**config.mk**
```make
export PLATFORM = sky130hd
export DESIGN_NAME = pll_ctrl_top
export DESIGN_NICKNAME = d
export VERILOG_FILES = /design/src/rtl/pll_ctrl_pkg.sv /design/src/rtl/fb_div_if.sv /design/src/rtl/pll_ctrl_top.sv /design/src/rtl/fb_divider.sv
export VERILOG_INCLUDE_DIRS = /design/src /design/src/rtl
export SDC_FILE = /design/constraint.sdc
export NUM_CORES = 1
export LEC_CHECK = 0
export BUFFER_PORTS_ARGS = -buffer_cell sky130_fd_sc_hd__buf_4
export CORE_ASPECT_RATIO = 0.7
export CORE_MARGIN = 2
export CORE_UTILIZATION = 58
export DETAILED_ROUTE_END_ITERATION = 10
export PLACE_DENSITY_LB_ADDON = 0.12
export SYNTH_ARGS = -nofsm -noshare
export SYNTH_HDL_FRONTEND = slang
export SYNTH_SLANG_ARGS = --single-unit
```
**constraint.sdc**
```tcl
create_clock -name mclk -period 2.8 [get_ports mclk]
set_clock_uncertainty 0.2 [all_clocks]
set_input_delay 0.14 -clock mclk [delete_from_list [all_inputs] [get_ports mclk]]
set_output_delay 0.14 -clock mclk [all_outputs]
set_load 0.03 [all_outputs]
```
**src/rtl/pll_ctrl_defines.svh**
```systemverilog
// shared widths, field codes and timing counts of the synth control core
`ifndef PLL_CTRL_DEFINES_SVH
`define PLL_CTRL_DEFINES_SVH

`define MAIN_W 12
`define SWAL_W 5
`define RDIV_W 10
`define BAND_W 5
`define CP_CODE_W 3
`define CP_LEVEL_W 4
`define GAP_W 8
`define PIN_CNT 4
`define PIN_REF 0
`define PIN_PRESC 1
`define PIN_SHDN 2
`define PIN_STRAP 3

// search starts from the middle sub-band, top trial bit first
`define BAND_INIT 5'h10
`define BAND_BIT_INIT 5'h10

// output path code in the low bits of the path field
`define PATH_DIRECT 2'h0
`define PATH_DIV2 2'h1
`define PATH_DIV4 2'h2
`define PATH_SW_PD_BIT 4

// clock and lock-window timing, window is a longest time: round down
`define CLK_PERIOD_PS 4000
`define LOCK_DELAY_PS 5000
`define LOCK_WIN_CYC 8'((`LOCK_DELAY_PS) / (`CLK_PERIOD_PS))

// comparison periods of one calibration run
`define CAL_PERIODS 7
`define STRAP_WAIT 3'h5

`endif

```
**src/rtl/pll_ctrl_pkg.sv**
```systemverilog
// types shared by the synth control core
package pll_ctrl_pkg;

    typedef enum {
        CAL_IDLE,
        CAL_SETTLE,
        CAL_SEARCH,
        CAL_FINISH
    } cal_state_t;

    typedef logic [4:0] band_t;

endpackage : pll_ctrl_pkg

```
**src/rtl/fb_div_if.sv**
```systemverilog
// carrier between the control top and the feedback divider
`timescale 1ns/1ps
`include "pll_ctrl_defines.svh"

interface fb_div_if;
    logic [`MAIN_W-1:0] main_count;
    logic [`SWAL_W-1:0] swallow_count;
    logic presc_edge;
    logic fb_tick;
    logic mod_ctrl;

    modport ctrl (output main_count, output swallow_count,
                  output presc_edge, input fb_tick, input mod_ctrl);
    modport div (input main_count, input swallow_count,
                 input presc_edge, output fb_tick, output mod_ctrl);
endinterface : fb_div_if

```
**src/rtl/pll_ctrl_top.sv**
```systemverilog
// digital control core of the integer-N synthesizer
// Function
// - feedback count is main times modulus plus swallow
// - 10-bit reference counter makes comparison tick
// - lock high when edges within about 5 ns
// - pump level equals current code plus one
// - source follows up, sink follows down
// - start bit begins search, pump held mid
// - search 32 sub-bands, keep nearest to target
// - finish clears start bit, pump re-enabled
// - calibration takes about seven comparison periods
// - lock falling edge restarts calibration when armed and idle
// - enable bit arms automatic restart on lock loss
// - two-bit swing code picks one of four levels
// - path field picks direct, divide-two or divide-four
// - pin mode zero: pin powers whole device down
// - pin mode one: pin gates output stage only
// - strap selects host bus, ground I2C, supply SPI
`timescale 1ns/1ps
`include "pll_ctrl_defines.svh"

module pll_ctrl_top (
    input wire logic mclk, // core clock, 250 MHz
    input wire logic rst_n, // async reset, active low
    input wire logic ref_clk_pin, // reference clock pin
    input wire logic presc_out_pin, // prescaler output pin
    input wire logic ext_shutdown_pin, // power-down pin, high = off
    input wire logic host_iface_strap, // strap, 1 = SPI, 0 = I2C
    input wire logic [`RDIV_W-1:0] ref_div_ratio, // reference ratio
    input wire logic [`MAIN_W-1:0] main_count, // main counter ratio
    input wire logic [`SWAL_W-1:0] swallow_count, // swallow ratio
    input wire logic modulus_19_sel, // 1 = 19/20, 0 = 16/17
    input wire logic cal_start_write, // pulse: one written to start
    input wire logic cal_restart_enable, // arm restart on lock loss
    input wire logic cp_current_code_b2, // pump code bit 2
    input wire logic cp_current_code_b1, // pump code bit 1
    input wire logic cp_current_code_b0, // pump code bit 0
    input wire logic vco_swing_hi, // swing code bit 1
    input wire logic vco_swing_lo, // swing code bit 0
    input wire logic [4:0] output_path_field, // path and power field
    input wire logic pin_mode_select, // 0 device pd, 1 output gate
    output logic modulus_19, // prescaler modulus select
    output logic modulus_ctrl, // prescaler P+1 request
    output logic pfd_up, // detector up pulse
    output logic pfd_down, // detector down pulse
    output logic lock_detect, // high when locked
    output logic pump_source_on, // sourcing current on
    output logic pump_sink_on, // sinking current on
    output logic [`CP_LEVEL_W-1:0] pump_level, // units of min current
    output logic pump_mid_hold, // pump and tune node at half supply
    output logic vco_cal_start, // start bit as read back
    output logic [`BAND_W-1:0] vco_band, // selected sub-band
    output logic [1:0] vco_swing, // amplitude level
    output logic path_direct, // direct output path on
    output logic path_div2, // divide-by-two path on
    output logic path_div4, // divide-by-four path on
    output logic device_off, // whole device powered down
    output logic output_stage_off, // output stage gated off
    output logic host_iface_spi // latched strap, 1 = SPI
);

    ////////////////////////////////////////////////////////////////////
    // pin synchronisers
    logic [`PIN_CNT-1:0] pin_raw;
    logic [`PIN_CNT-1:0] pin_level;
    logic [`PIN_CNT-1:0] pin_rise;

    assign pin_raw = {host_iface_strap, ext_shutdown_pin,
                      presc_out_pin, ref_clk_pin};

    // three stages; a change counts only once stages two and three agree
    generate
        for (genvar gi = 0; gi < `PIN_CNT; gi++) begin : g_sync
            logic s1_q;
            logic s2_q;
            logic s3_q;
            logic stab_q;
            always_ff @(posedge mclk or negedge rst_n) begin
                if (!rst_n) begin
                    s1_q <= 1'b0;
                    s2_q <= 1'b0;
                    s3_q <= 1'b0;
                    stab_q <= 1'b0;
                end else begin
                    s1_q <= pin_raw[gi];
                    s2_q <= s1_q;
                    s3_q <= s2_q;
                    if (s2_q == s3_q) begin
                        stab_q <= s3_q;
                    end
                end
            end
            assign pin_level[gi] = stab_q;
            assign pin_rise[gi] = s2_q && s3_q && !stab_q;
        end
    endgenerate

    ////////////////////////////////////////////////////////////////////
    // reference divider
    logic [`RDIV_W-1:0] rcnt_q;
    logic [`RDIV_W-1:0] rlimit;
    logic ref_tick_q;

    // ratio zero would underflow, treat it as divide by one
    assign rlimit = (ref_div_ratio == '0) ? '0 :
                    ref_div_ratio - `RDIV_W'(1);

    // reference edges are sampled, so input rate is limited to mclk/4
    always_ff @(posedge mclk or negedge rst_n) begin
        if (!rst_n) begin
            rcnt_q <= '0;
            ref_tick_q <= 1'b0;
        end else begin
            ref_tick_q <= 1'b0;
            if (pin_rise[`PIN_REF]) begin
                if (rcnt_q >= rlimit) begin
                    rcnt_q <= '0;
                    ref_tick_q <= 1'b1;
                end else begin
                    rcnt_q <= rcnt_q + `RDIV_W'(1);
                end
            end
        end
    end

    ////////////////////////////////////////////////////////////////////
    // feedback divider
    fb_div_if fb ();
    logic modulus_19_q;
    logic modulus_ctrl_q;

    assign fb.main_count = main_count;
    assign fb.swallow_count = swallow_count;
    assign fb.presc_edge = pin_rise[`PIN_PRESC];

    fb_divider u_fb (
        .mclk (mclk),
        .rst_n (rst_n),
        .bus (fb.div)
    );

    // modulus select and per-cycle modulus control to the prescaler
    always_ff @(posedge mclk or negedge rst_n) begin
        if (!rst_n) begin
            modulus_19_q <= 1'b0;
            modulus_ctrl_q <= 1'b0;
        end else begin
            modulus_19_q <= modulus_19_sel;
            modulus_ctrl_q <= fb.mod_ctrl;
        end
    end

    ////////////////////////////////////////////////////////////////////
    // phase detector and lock detect
    logic up_q;
    logic dn_q;
    logic both;
    logic [`GAP_W-1:0] gap_q;
    logic lock_q;

    assign both = up_q && dn_q;

    // both high for one cycle acts as the anti-backlash reset
    always_ff @(posedge mclk or negedge rst_n) begin
        if (!rst_n) begin
            up_q <= 1'b0;
            dn_q <= 1'b0;
        end else begin
            up_q <= (up_q && !both) || ref_tick_q;
            dn_q <= (dn_q && !both) || fb.fb_tick;
        end
    end

    // gap counts cycles between the two rising edges
    always_ff @(posedge mclk or negedge rst_n) begin
        if (!rst_n) begin
            gap_q <= '0;
            lock_q <= 1'b0;
        end else if (both) begin
            gap_q <= '0;
            lock_q <= (gap_q <= `LOCK_WIN_CYC);
        end else if ((up_q ^ dn_q) && (gap_q != '1)) begin
            gap_q <= gap_q + `GAP_W'(1);
        end
    end

    a_lock_tight: assert property (@(posedge mclk) disable iff (!rst_n)
        both && gap_q <= `LOCK_WIN_CYC |=> lock_q)
        else $error("close edges did not show lock");
    a_lock_loose: assert property (@(posedge mclk) disable iff (!rst_n)
        both && gap_q > `LOCK_WIN_CYC |=> !lock_q)
        else $error("distant edges did not show unlock");

    ////////////////////////////////////////////////////////////////////
    // calibration sequencer, steps on comparison ticks
    pll_ctrl_pkg::cal_state_t state_q;
    pll_ctrl_pkg::cal_state_t state_d;
    pll_ctrl_pkg::band_t band_q;
    pll_ctrl_pkg::band_t bit_q;
    logic [1:0] fbcnt_q;
    logic lock_tick_q;
    logic restart_trig;
    logic cal_flag_q;
    logic fast;
    logic cal_busy_d;

    // lock seen per comparison period, so one fall gives one trigger
    always_ff @(posedge mclk or negedge rst_n) begin
        if (!rst_n) begin
            lock_tick_q <= 1'b0;
        end else if (ref_tick_q) begin
            lock_tick_q <= lock_q;
        end
    end

    assign restart_trig = cal_restart_enable && ref_tick_q &&
                          lock_tick_q && !lock_q;

    // feedback ticks per comparison period, saturating at two
    always_ff @(posedge mclk or negedge rst_n) begin
        if (!rst_n) begin
            fbcnt_q <= '0;
        end else if (ref_tick_q) begin
            fbcnt_q <= {1'b0, fb.fb_tick};
        end else if (fb.fb_tick && fbcnt_q != 2'h2) begin
            fbcnt_q <= fbcnt_q + 2'h1;
        end
    end

    // more than one feedback tick per period: band runs too fast
    assign fast = (fbcnt_q == 2'h2);

    // a new write restarts the run at once; a lock fall only when idle
    always_comb begin
        state_d = state_q;
        unique case (state_q)
            pll_ctrl_pkg::CAL_IDLE: begin
                if (restart_trig) begin
                    state_d = pll_ctrl_pkg::CAL_SETTLE;
                end
            end
            pll_ctrl_pkg::CAL_SETTLE: begin
                if (ref_tick_q) begin
                    state_d = pll_ctrl_pkg::CAL_SEARCH;
                end
            end
            pll_ctrl_pkg::CAL_SEARCH: begin
                if (ref_tick_q && bit_q == 5'h01) begin
                    state_d = pll_ctrl_pkg::CAL_FINISH;
                end
            end
            pll_ctrl_pkg::CAL_FINISH: begin
                if (ref_tick_q) begin
                    state_d = pll_ctrl_pkg::CAL_IDLE;
                end
            end
        endcase
        if (cal_start_write) begin
            state_d = pll_ctrl_pkg::CAL_SETTLE;
        end
    end

    assign cal_busy_d = (state_d != pll_ctrl_pkg::CAL_IDLE);

    always_ff @(posedge mclk or negedge rst_n) begin
        if (!rst_n) begin
            state_q <= pll_ctrl_pkg::CAL_IDLE;
        end else begin
            state_q <= state_d;
        end
    end

    // successive approximation over 32 bands, five trial bits
    always_ff @(posedge mclk or negedge rst_n) begin
        if (!rst_n) begin
            band_q <= `BAND_INIT;
            bit_q <= `BAND_BIT_INIT;
        end else if (state_d == pll_ctrl_pkg::CAL_SETTLE) begin
            band_q <= `BAND_INIT;
            bit_q <= `BAND_BIT_INIT;
        end else if (state_q == pll_ctrl_pkg::CAL_SEARCH && ref_tick_q) begin
            band_q <= (fast ? (band_q & ~bit_q) : band_q)
                      | (bit_q >> 1);
            bit_q <= bit_q >> 1;
        end
    end

    // set wins over the self-clear at finish
    always_ff @(posedge mclk or negedge rst_n) begin
        if (!rst_n) begin
            cal_flag_q <= 1'b0;
        end else if (cal_start_write ||
                     (restart_trig && state_q == pll_ctrl_pkg::CAL_IDLE)) begin
            cal_flag_q <= 1'b1;
        end else if (state_q == pll_ctrl_pkg::CAL_FINISH && ref_tick_q) begin
            cal_flag_q <= 1'b0;
        end
    end

    // helper: comparison ticks seen during one run
    logic [3:0] cal_ticks_q;
    always_ff @(posedge mclk or negedge rst_n) begin
        if (!rst_n) begin
            cal_ticks_q <= '0;
        end else if (state_q == pll_ctrl_pkg::CAL_IDLE ||
                     cal_start_write) begin
            cal_ticks_q <= '0;
        end else if (ref_tick_q) begin
            cal_ticks_q <= cal_ticks_q + 4'h1;
        end
    end

    a_cal_length: assert property (@(posedge mclk) disable iff (!rst_n)
        state_q == pll_ctrl_pkg::CAL_FINISH && ref_tick_q
        && !cal_start_write |-> cal_ticks_q == 4'(`CAL_PERIODS - 1))
        else $error("calibration length not seven periods");
    a_cal_clear: assert property (@(posedge mclk) disable iff (!rst_n)
        state_q == pll_ctrl_pkg::CAL_FINISH && ref_tick_q
        && !cal_start_write |=> !cal_flag_q && !pump_mid_hold)
        else $error("finish did not clear start bit");
    a_restart_go: assert property (@(posedge mclk) disable iff (!rst_n)
        state_q == pll_ctrl_pkg::CAL_IDLE && restart_trig
        |=> state_q == pll_ctrl_pkg::CAL_SETTLE && cal_flag_q)
        else $error("lock loss did not restart calibration");

    ////////////////////////////////////////////////////////////////////
    // charge pump drive
    logic src_q;
    logic snk_q;
    logic hold_q;
    logic [`CP_LEVEL_W-1:0] level_q;
    logic [`CP_CODE_W-1:0] cp_code;

    assign cp_code = {cp_current_code_b2, cp_current_code_b1,
                      cp_current_code_b0};

    // pump inhibited and parked at half supply while a run is active
    always_ff @(posedge mclk or negedge rst_n) begin
        if (!rst_n) begin
            src_q <= 1'b0;
            snk_q <= 1'b0;
            hold_q <= 1'b0;
            level_q <= `CP_LEVEL_W'(1);
        end else begin
            src_q <= up_q && !cal_busy_d;
            snk_q <= dn_q && !cal_busy_d;
            hold_q <= cal_busy_d;
            level_q <= {1'b0, cp_code} + `CP_LEVEL_W'(1);
        end
    end

    a_pump_inhibit: assert property (@(posedge mclk) disable iff (!rst_n)
        hold_q |-> !src_q && !snk_q)
        else $error("pump active during calibration");
    a_pump_follow: assert property (@(posedge mclk) disable iff (!rst_n)
        !hold_q |-> src_q == $past(up_q) && snk_q == $past(dn_q))
        else $error("pump not following detector");
    a_pump_level: assert property (@(posedge mclk) disable iff (!rst_n)
        ##1 level_q == {1'b0, $past(cp_code)} + `CP_LEVEL_W'(1))
        else $error("pump level not code plus one");

    ////////////////////////////////////////////////////////////////////
    // swing, output path, power-down pin and strap
    logic [1:0] swing_q;
    logic dir_q;
    logic d2_q;
    logic d4_q;
    logic off_q;
    logic out_off_q;
    logic [2:0] strap_wait_q;
    logic spi_q;
    logic shdn;

    assign shdn = pin_level[`PIN_SHDN];

    // pin meaning follows the mode bit; field bit 4 is software pd
    always_ff @(posedge mclk or negedge rst_n) begin
        if (!rst_n) begin
            swing_q <= '0;
            dir_q <= 1'b0;
            d2_q <= 1'b0;
            d4_q <= 1'b0;
            off_q <= 1'b0;
            out_off_q <= 1'b0;
        end else begin
            swing_q <= {vco_swing_hi, vco_swing_lo};
            dir_q <= output_path_field[1:0] == `PATH_DIRECT;
            d2_q <= output_path_field[1:0] == `PATH_DIV2;
            d4_q <= output_path_field[1:0] == `PATH_DIV4;
            off_q <= (!pin_mode_select && shdn) ||
                     output_path_field[`PATH_SW_PD_BIT];
            out_off_q <= shdn;
        end
    end

    // strap caught once the synchroniser has settled after reset;
    // the stable flop needs four edges, so the last capture is at five
    always_ff @(posedge mclk or negedge rst_n) begin
        if (!rst_n) begin
            strap_wait_q <= '0;
            spi_q <= 1'b0;
        end else if (strap_wait_q != `STRAP_WAIT) begin
            strap_wait_q <= strap_wait_q + 3'h1;
            spi_q <= pin_level[`PIN_STRAP];
        end
    end

    a_pd_mode: assert property (@(posedge mclk) disable iff (!rst_n)
        pin_mode_select && $stable(pin_mode_select) && shdn
        && !output_path_field[`PATH_SW_PD_BIT]
        && $stable(output_path_field) |=> out_off_q && !off_q)
        else $error("output gate mode powered device down");

    ////////////////////////////////////////////////////////////////////
    // outputs, all from flops
    assign modulus_19 = modulus_19_q;
    assign modulus_ctrl = modulus_ctrl_q;
    assign pfd_up = up_q;
    assign pfd_down = dn_q;
    assign lock_detect = lock_q;
    assign pump_source_on = src_q;
    assign pump_sink_on = snk_q;
    assign pump_level = level_q;
    assign pump_mid_hold = hold_q;
    assign vco_cal_start = cal_flag_q;
    assign vco_band = band_q;
    assign vco_swing = swing_q;
    assign path_direct = dir_q;
    assign path_div2 = d2_q;
    assign path_div4 = d4_q;
    assign device_off = off_q;
    assign output_stage_off = out_off_q;
    assign host_iface_spi = spi_q;

endmodule : pll_ctrl_top

```
**src/rtl/fb_divider.sv**
```systemverilog
// swallow and main counters of the dual-modulus feedback divider
`timescale 1ns/1ps
`include "pll_ctrl_defines.svh"

module fb_divider (
    input wire logic mclk, // core clock
    input wire logic rst_n, // async reset, active low
    fb_div_if.div bus // counts in, tick and modulus out
);

    logic [`MAIN_W-1:0] main_left_q;
    logic [`SWAL_W-1:0] swal_left_q;
    logic tick_q;
    logic wrap;

    assign wrap = (main_left_q <= `MAIN_W'(1));

    // main counts every prescaler cycle, swallow only the first ones
    always_ff @(posedge mclk or negedge rst_n) begin
        if (!rst_n) begin
            main_left_q <= '0;
            swal_left_q <= '0;
        end else if (bus.presc_edge) begin
            if (wrap) begin
                main_left_q <= bus.main_count;
                swal_left_q <= bus.swallow_count;
            end else begin
                main_left_q <= main_left_q - `MAIN_W'(1);
                if (swal_left_q != '0) begin
                    swal_left_q <= swal_left_q - `SWAL_W'(1);
                end
            end
        end
    end

    // one pulse per full count: A cycles at P+1 plus B-A cycles at P
    always_ff @(posedge mclk or negedge rst_n) begin
        if (!rst_n) begin
            tick_q <= 1'b0;
        end else begin
            tick_q <= bus.presc_edge && wrap;
        end
    end

    assign bus.fb_tick = tick_q;
    // high asks the prescaler for P+1 while swallow cycles remain
    assign bus.mod_ctrl = (swal_left_q != '0);

    a_fb_reload: assert property (@(posedge mclk) disable iff (!rst_n)
        bus.presc_edge && wrap |=> main_left_q == $past(bus.main_count)
        && swal_left_q == $past(bus.swallow_count) && tick_q)
        else $error("feedback counters not reloaded on wrap");

endmodule : fb_divider

```
After elaboration in Yosys (flattened, before gate mapping)
Cells that the tools add are included.
{"block": "op_classes", "order_cmp": 3, "n_mux": 24, "n_reduce_logical": 42, "eq_ne": 17, "bitwise": 4, "addsub": 8}
{"operator": "$mux 32", "count": 5}
{"operator": "$pmux 32 s4", "count": 1}
{"operator": "$eq 32x2->1 const B", "count": 3}
{"operator": "$eq 32x3->1 const B", "count": 2}
{"operator": "$logic_not 32->1", "count": 2}
{"operator": "$mux 5", "count": 7}
{"operator": "$eq 32x1->1 const B", "count": 1}
{"operator": "$reduce_bool 32->1", "count": 1}
{"operator": "$logic_and 1x1->1", "count": 20}
{"operator": "$mux 10", "count": 2}
{"operator": "$mux 8", "count": 2}
{"operator": "$le 12x1->1 const B", "count": 1}
{"operator": "$mux 12", "count": 1}
{"operator": "$sub 12x1->12 const B", "count": 1}
{"operator": "$add 10x1->10 const B", "count": 1}
{"operator": "$ge 10x10->1", "count": 1}
{"operator": "$logic_not 10->1", "count": 1}
{"operator": "$reduce_bool 2->1", "count": 5}
{"operator": "$sub 10x1->10 const B", "count": 1}
{"operator": "$add 8x1->8 const B", "count": 1}
{"operator": "$le 8x1->1 const B", "count": 1}
{"operator": "$ne 8x8->1 const B", "count": 1}
{"operator": "$logic_not 1->1", "count": 6}
{"operator": "$and 5x5->5", "count": 1}
{"operator": "other kinds (19)", "count": 30}
{"block": "totals", "output_inout_bits": 26, "regBits": 122, "elab_cells": 143}

Depth between registers and ports, before layout
{"block": "depth", "depth_word": 9, "ltp_mapped": 13, "mapped_depth_nobuf": 12}

By module
From an unflattened synthesis, not the netlist that was laid out.
{"block": "hier_totals", "cells_unflattened": 517, "area_unflattened_um2": 5786.8}
{"module": "pll_ctrl_top", "cells_each": 400, "instances": 1, "seq_area_each_um2": 2606.2, "area_per_inst_um2": 4581.9}
{"module": "fb_divider", "cells_each": 117, "instances": 1, "seq_area_each_um2": 450.4, "area_per_inst_um2": 1204.9}

Worst setup path before layout
No wires, ideal clock.
{"block": "synth_timing", "kind": "input-to-reg", "startpoint": "input ref_div_ratio[8]", "endpoint": "register rcnt_q[3]", "setup_ns": 0.078, "t_required_ns": 2.522, "slack_ns": 0.181, "t_arrival_ns": 2.342, "cell_stages": 11, "path_buffers": 1, "path_cell_list": "nor4_1 -> nand4b_1 -> nand2_1 -> ha_1 -> a21o_1 -> a2111oi_0 -> o21a_1 -> o21ai_1 -> and2_1 -> clkbuf_1 -> a21oi_1"}
{"block": "synth_via", "elab_chain_len": 4}
{"item": "start: declaration", "line": "pll_ctrl_top.sv:29", "source": "input wire logic [`RDIV_W-1:0] ref_div_ratio,"}
{"item": "$sub 10x1->10 / $logic_not 10->1 (equally long branches)", "line": "pll_ctrl_top.sv:106, pll_ctrl_top.sv:105"}
{"item": "$mux 10 *", "line": "pll_ctrl_top.sv:105", "source": "assign rlimit = (ref_div_ratio == '0) ? '0 :"}
{"item": "$ge 10x10->1 *", "line": "pll_ctrl_top.sv:116", "source": "if (rcnt_q >= rlimit) begin"}
{"item": "$mux 10 *", "line": "pll_ctrl_top.sv:116"}
{"item": "end signal: assignment", "line": "pll_ctrl_top.sv:120", "source": "rcnt_q <= rcnt_q + `RDIV_W'(1);"}
{"item": "end: declaration", "line": "pll_ctrl_top.sv:100", "source": "logic [`RDIV_W-1:0] rcnt_q;"}
Mark *: on every way between the ends. The rest lies on a longest branch, timed or not.
A chain may end at the register's enable or synchronous reset.

Worst setup path after layout
{"block": "layout_timing", "startpoint": "register state_q[23]", "endpoint": "register bit_q[1]"}
{"block": "layout_via", "elab_chain_len": 5}
{"item": "start: declaration", "line": "pll_ctrl_top.sv:196", "source": "pll_ctrl_pkg::cal_state_t state_q;"}
{"item": "start signal: assignment", "line": "pll_ctrl_top.sv:267", "source": "state_q <= pll_ctrl_pkg::CAL_IDLE;"}
{"item": "start signal: assignment", "line": "pll_ctrl_top.sv:269", "source": "state_q <= state_d;"}
{"item": "$eq 32x2->1 (tied with other cells)", "line": "pll_ctrl_top.sv:236", "source": "unique case (state_q)"}
{"item": "$pmux 32 s4", "line": "pll_ctrl_top.sv:236"}
{"item": "$mux 32", "line": "pll_ctrl_top.sv:258", "source": "if (cal_start_write) begin"}
{"item": "$eq 32x2->1", "line": "pll_ctrl_top.sv:278", "source": "end else if (state_d == pll_ctrl_pkg::CAL_SETTLE) begin"}
{"item": "$mux 5 / $reduce_bool 2->1 (equally long branches)"}
{"item": "end signal: assignment", "line": "pll_ctrl_top.sv:277", "source": "bit_q <= `BAND_BIT_INIT;"}
{"item": "end signal: assignment", "line": "pll_ctrl_top.sv:280", "source": "bit_q <= `BAND_BIT_INIT;"}
{"item": "end signal: assignment", "line": "pll_ctrl_top.sv:284", "source": "bit_q <= bit_q >> 1;"}
{"item": "end: declaration", "line": "pll_ctrl_top.sv:199", "source": "pll_ctrl_pkg::band_t bit_q;"}
Parallel ways exist; a longest one is shown, timed or not.

==> summary.txt <==
CORE AREA: 9216 µm²
cells resized by post-CTS repair: 0
placed cells: 708
top_reg_cell synth: dfrtp_1
CP Launch Type: register
Tcrit/Tclk final: 94.13%
CP Data Required Time: 2850 ps
cts bufs inserted: 17
global-route wire length before repair: 19950 µm
HP Class: input pin to async pin
reg2reg start: state_q[23]$_DFF_PN0_
drt initial violations: 279
die height: 86.04 µm
Yosys reg bits: 122
post-synthesis instance total: 522
total track usage: 24.60%
Vias/cell: 5.486
Post CTS Setup Buffer Count: 0
Setup crit start: state_q[23]$_DFF_PN0_
cell count along the critical path: 6
Max Transition Viols Final: 0
Clk network pwr share: 40.2%
post-DR wirelength/cell: 15.33 µm
Fin. Hold Viols: 0
Die X: 121.2 µm
Max VDD drop: 0.5144 mV
Clock Path Buffers: 2
Post-synth EDFFs: 0
Synth warnings: 0
DP HPWL: 7579 µm
Final GP Congestion: 0.8585
sequential fraction of the synthesis area: 54.81%
CP arrival: 2690 ps
Power per Cell Area: 746.8 nW/µm²
CP top delay family: simple AND/OR/NAND/NOR gates
# fillers: 610
clock latency at the later pin of the worst-skew pair: 390 ps
Psw: 1.508 mW
fmax: 379.4 MHz
combinational cell fraction of total power: 18.4%
Yosys cell types: 58
crit path kind: register to register
Top Ports: 73
CTS tree: built
drt total wl: 11880 µm
Final setup viols: 0
Synth Area per Inst: 10.68 µm²
Remaining DRCs: 0
worst r2r path cells: 6
ys async rst share: 100.0%
max incr delay on CP: 440 ps
Remaining Overflow, GRT: 0
largest net degree at the start of global routing: 67
Slew @ Worst Pin: 733.1 ps
initial core utilization: 60.51%
initial antenna violation count: 0
RSZ-0062 raised after global routing: no
hold_buf cts: 35
fin nets: 714
Layout area overhead: 29.01%
clock-pin slew on the worst setup and hold paths: 50 ps
Vias: 4252
Critical-path top delay cell: mux2_2
status: completed
buffer and inverter count on the worst path: 0
P_leak: 3.303 nW
cell row count: 29
critical path fanouts, max: 10
min cycle time layout: 2636 ps
H-tree Lvls: 4
n_diodes: 0
Power Total: 5.373 mW
final instance area: 7194 µm²
post-synth net total: 598
Area after DPL: 6255 µm²
Worst setup EP type: register
Reg power frac: 41.3%
sw frac: 28.07%
number of I/O port buffers: 70
clk sink count: 122
Worst slew margin: 51.13%
Initial DRT Pass Iterations: 5
antenna-violating nets left: 0
Root Buffer: clkbuf_16
worst-path cell chain: nor4_1 > nand4_1 > nor4_4 > mux2_2 > nor2_2 > nor2_1
internal power: 3.865 mW
Non-Filler Instances: 775
number of global-route vias before repair: 4262
layout cells sized above 1: 19.20%
die area: 10430 µm²
Max Cap Viol: 0
Synth Cell Area: 5577 µm²
==> final timing paths <==
check | endpoint | slack, ps
max | bit_q[1]$_DFFE_PN0P_ | 160
min | state_q[10]$_DFF_PN0_ | 10
max reg2reg | bit_q[1]$_DFFE_PN0P_ | 160
min reg2reg | g_sync[2].s2_q$_DFF_PN0_ | 150
max in group asynchronous | vco_band[3]$_DFFE_PN0P_ | 1680
min in group mclk | vco_cal_start$_DFFE_PN0P_ | 60
==> synth_stat cells, drive strengths merged (3+ instances only) <==
library cell / number / area (µm²)
nor4: 13 / 102.6
or3: 4 / 25.02
nand2b: 9 / 56.30
a21o: 5 / 37.54
mux2: 7 / 78.83
a211oi: 3 / 22.52
a31oi: 3 / 18.77
mux2i: 4 / 40.04
nand3: 14 / 75.07
and3: 5 / 31.28
dfstp: 3 / 78.83
o211ai: 3 / 22.52
nand2: 42 / 157.7
nor2: 47 / 178.9
or2: 3 / 18.77
xnor2: 9 / 78.83
xor2: 14 / 122.6
nand4b: 3 / 26.28
dfrtp: 119 / 2978
ha: 29 / 362.9
inv: 20 / 75.07
a21oi: 27 / 138.9
o41ai: 4 / 35.03
o21ai: 31 / 155.1
nor2b: 35 / 219.0
buf: 7 / 41.29
nor3: 17 / 90.09
clkbuf: 9 / 33.78
==> per-layer routing <==
metal | track usage, % | vias up | share of wire (%)
met2 | 41.16 | 120 | 50
met3 | 6.250 | 7 | 5.0
met5 | 0 | - | 0
met4 | 8.673 | 0 | 0.60
li1 | - | 2058 | -
met1 | 31.45 | 2067 | 44
==> cell type report <==
class                   count  area, µm²  area share [%]
multi-input cells         364       2370           32.94
repair buffers            113      948.4           13.18
clock buffers              24      471.7           6.557
inverters                  20      75.07           1.043
flip-flops and latches    122       3057           42.49
well taps                 124      155.1           2.157
clock inverters             8      117.6           1.635
==> sequential cells by signal, indices dropped and copies added (netlist names), 2 cells and up <==
| register | count |
|---|---|
| bit_q | 5 |
| fbcnt_q | 2 |
| g_sync.s1_q | 4 |
| g_sync.s2_q | 4 |
| g_sync.s3_q | 4 |
| g_sync.stab_q | 4 |
| gap_q | 8 |
| pump_level | 4 |
| rcnt_q | 10 |
| state_q | 32 |
| strap_wait_q | 3 |
| u_fb.main_left_q | 12 |
| u_fb.swal_left_q | 5 |
| vco_band | 5 |
| vco_swing | 2 |
==> through the flow <==
step | util [%] | TNS, ps | setup WS, ps | hold WS (ps)
global placement | 67.87 | 0 | 60.08 | -115.8
floorplan | - | 0 | 180.9 | -355.6
finish | 78.06 | 0 | 164.4 | 14.13
detailed placement | 67.87 | -762.9 | -124.3 | -105.6
global route | 78.06 | 0 | 22.24 | 38.51
CTS | 78.06 | 0 | 164.1 | 12.40
==> power by group through the flow <==
| stage | combinational [mW] | sequential, mW | clock (mW) |
|---|---|---|---|
| floorplan | 0.603 | 2.23 | 0 |
| global placement | 0.869 | 2.23 | 0 |
| detailed placement | 0.922 | 2.24 | 0 |
| CTS | 0.988 | 2.21 | 2.20 |
| global route | 1.12 | 2.25 | 2.29 |
| finish | 0.991 | 2.22 | 2.16 |
==> worst reg2reg max path, delay by kind of cell (launching register included) <==
| kind | cells | cell delay (ps) |
|---|---|---|
| and+or+nand+nor | 5 | 1470 |
| DFF | 1 | 380 |
| muxes | 1 | 440 |
==> cells by family after synthesis <==
kind of cell / share of synthesized area [%]
AO/OA/AOI/OAI: 10.14
flip-flops: 54.81
AND/OR/NAND/NOR: 19.74
multiplexers: 2.132
buffers and inverters: 2.692
adder cells (fa/ha/maj): 6.866
XOR/XNOR: 3.612
==> cell usage in the layout (no fill, tap or decap), drive strengths merged, types with 3 or more instances in the layout <==
master / count
o41ai: 4
nor2: 47
clkbuf: 24
nand4b: 3
bufinv: 3
nor2b: 35
xor2: 14
a21oi: 27
xnor2: 9
a21o: 5
mux2: 7
dfstp: 3
or3: 4
or2: 3
clkinv: 4
o21ai: 31
ha: 29
dlygate4sd3: 35
nand2b: 9
nor4: 13
a211oi: 3
nand3: 14
a31oi: 3
nand2: 42
o211ai: 3
inv: 20
mux2i: 4
nor3: 17
and3: 5
dfrtp: 119
buf: 78
(Power assumes the default switching activity.)
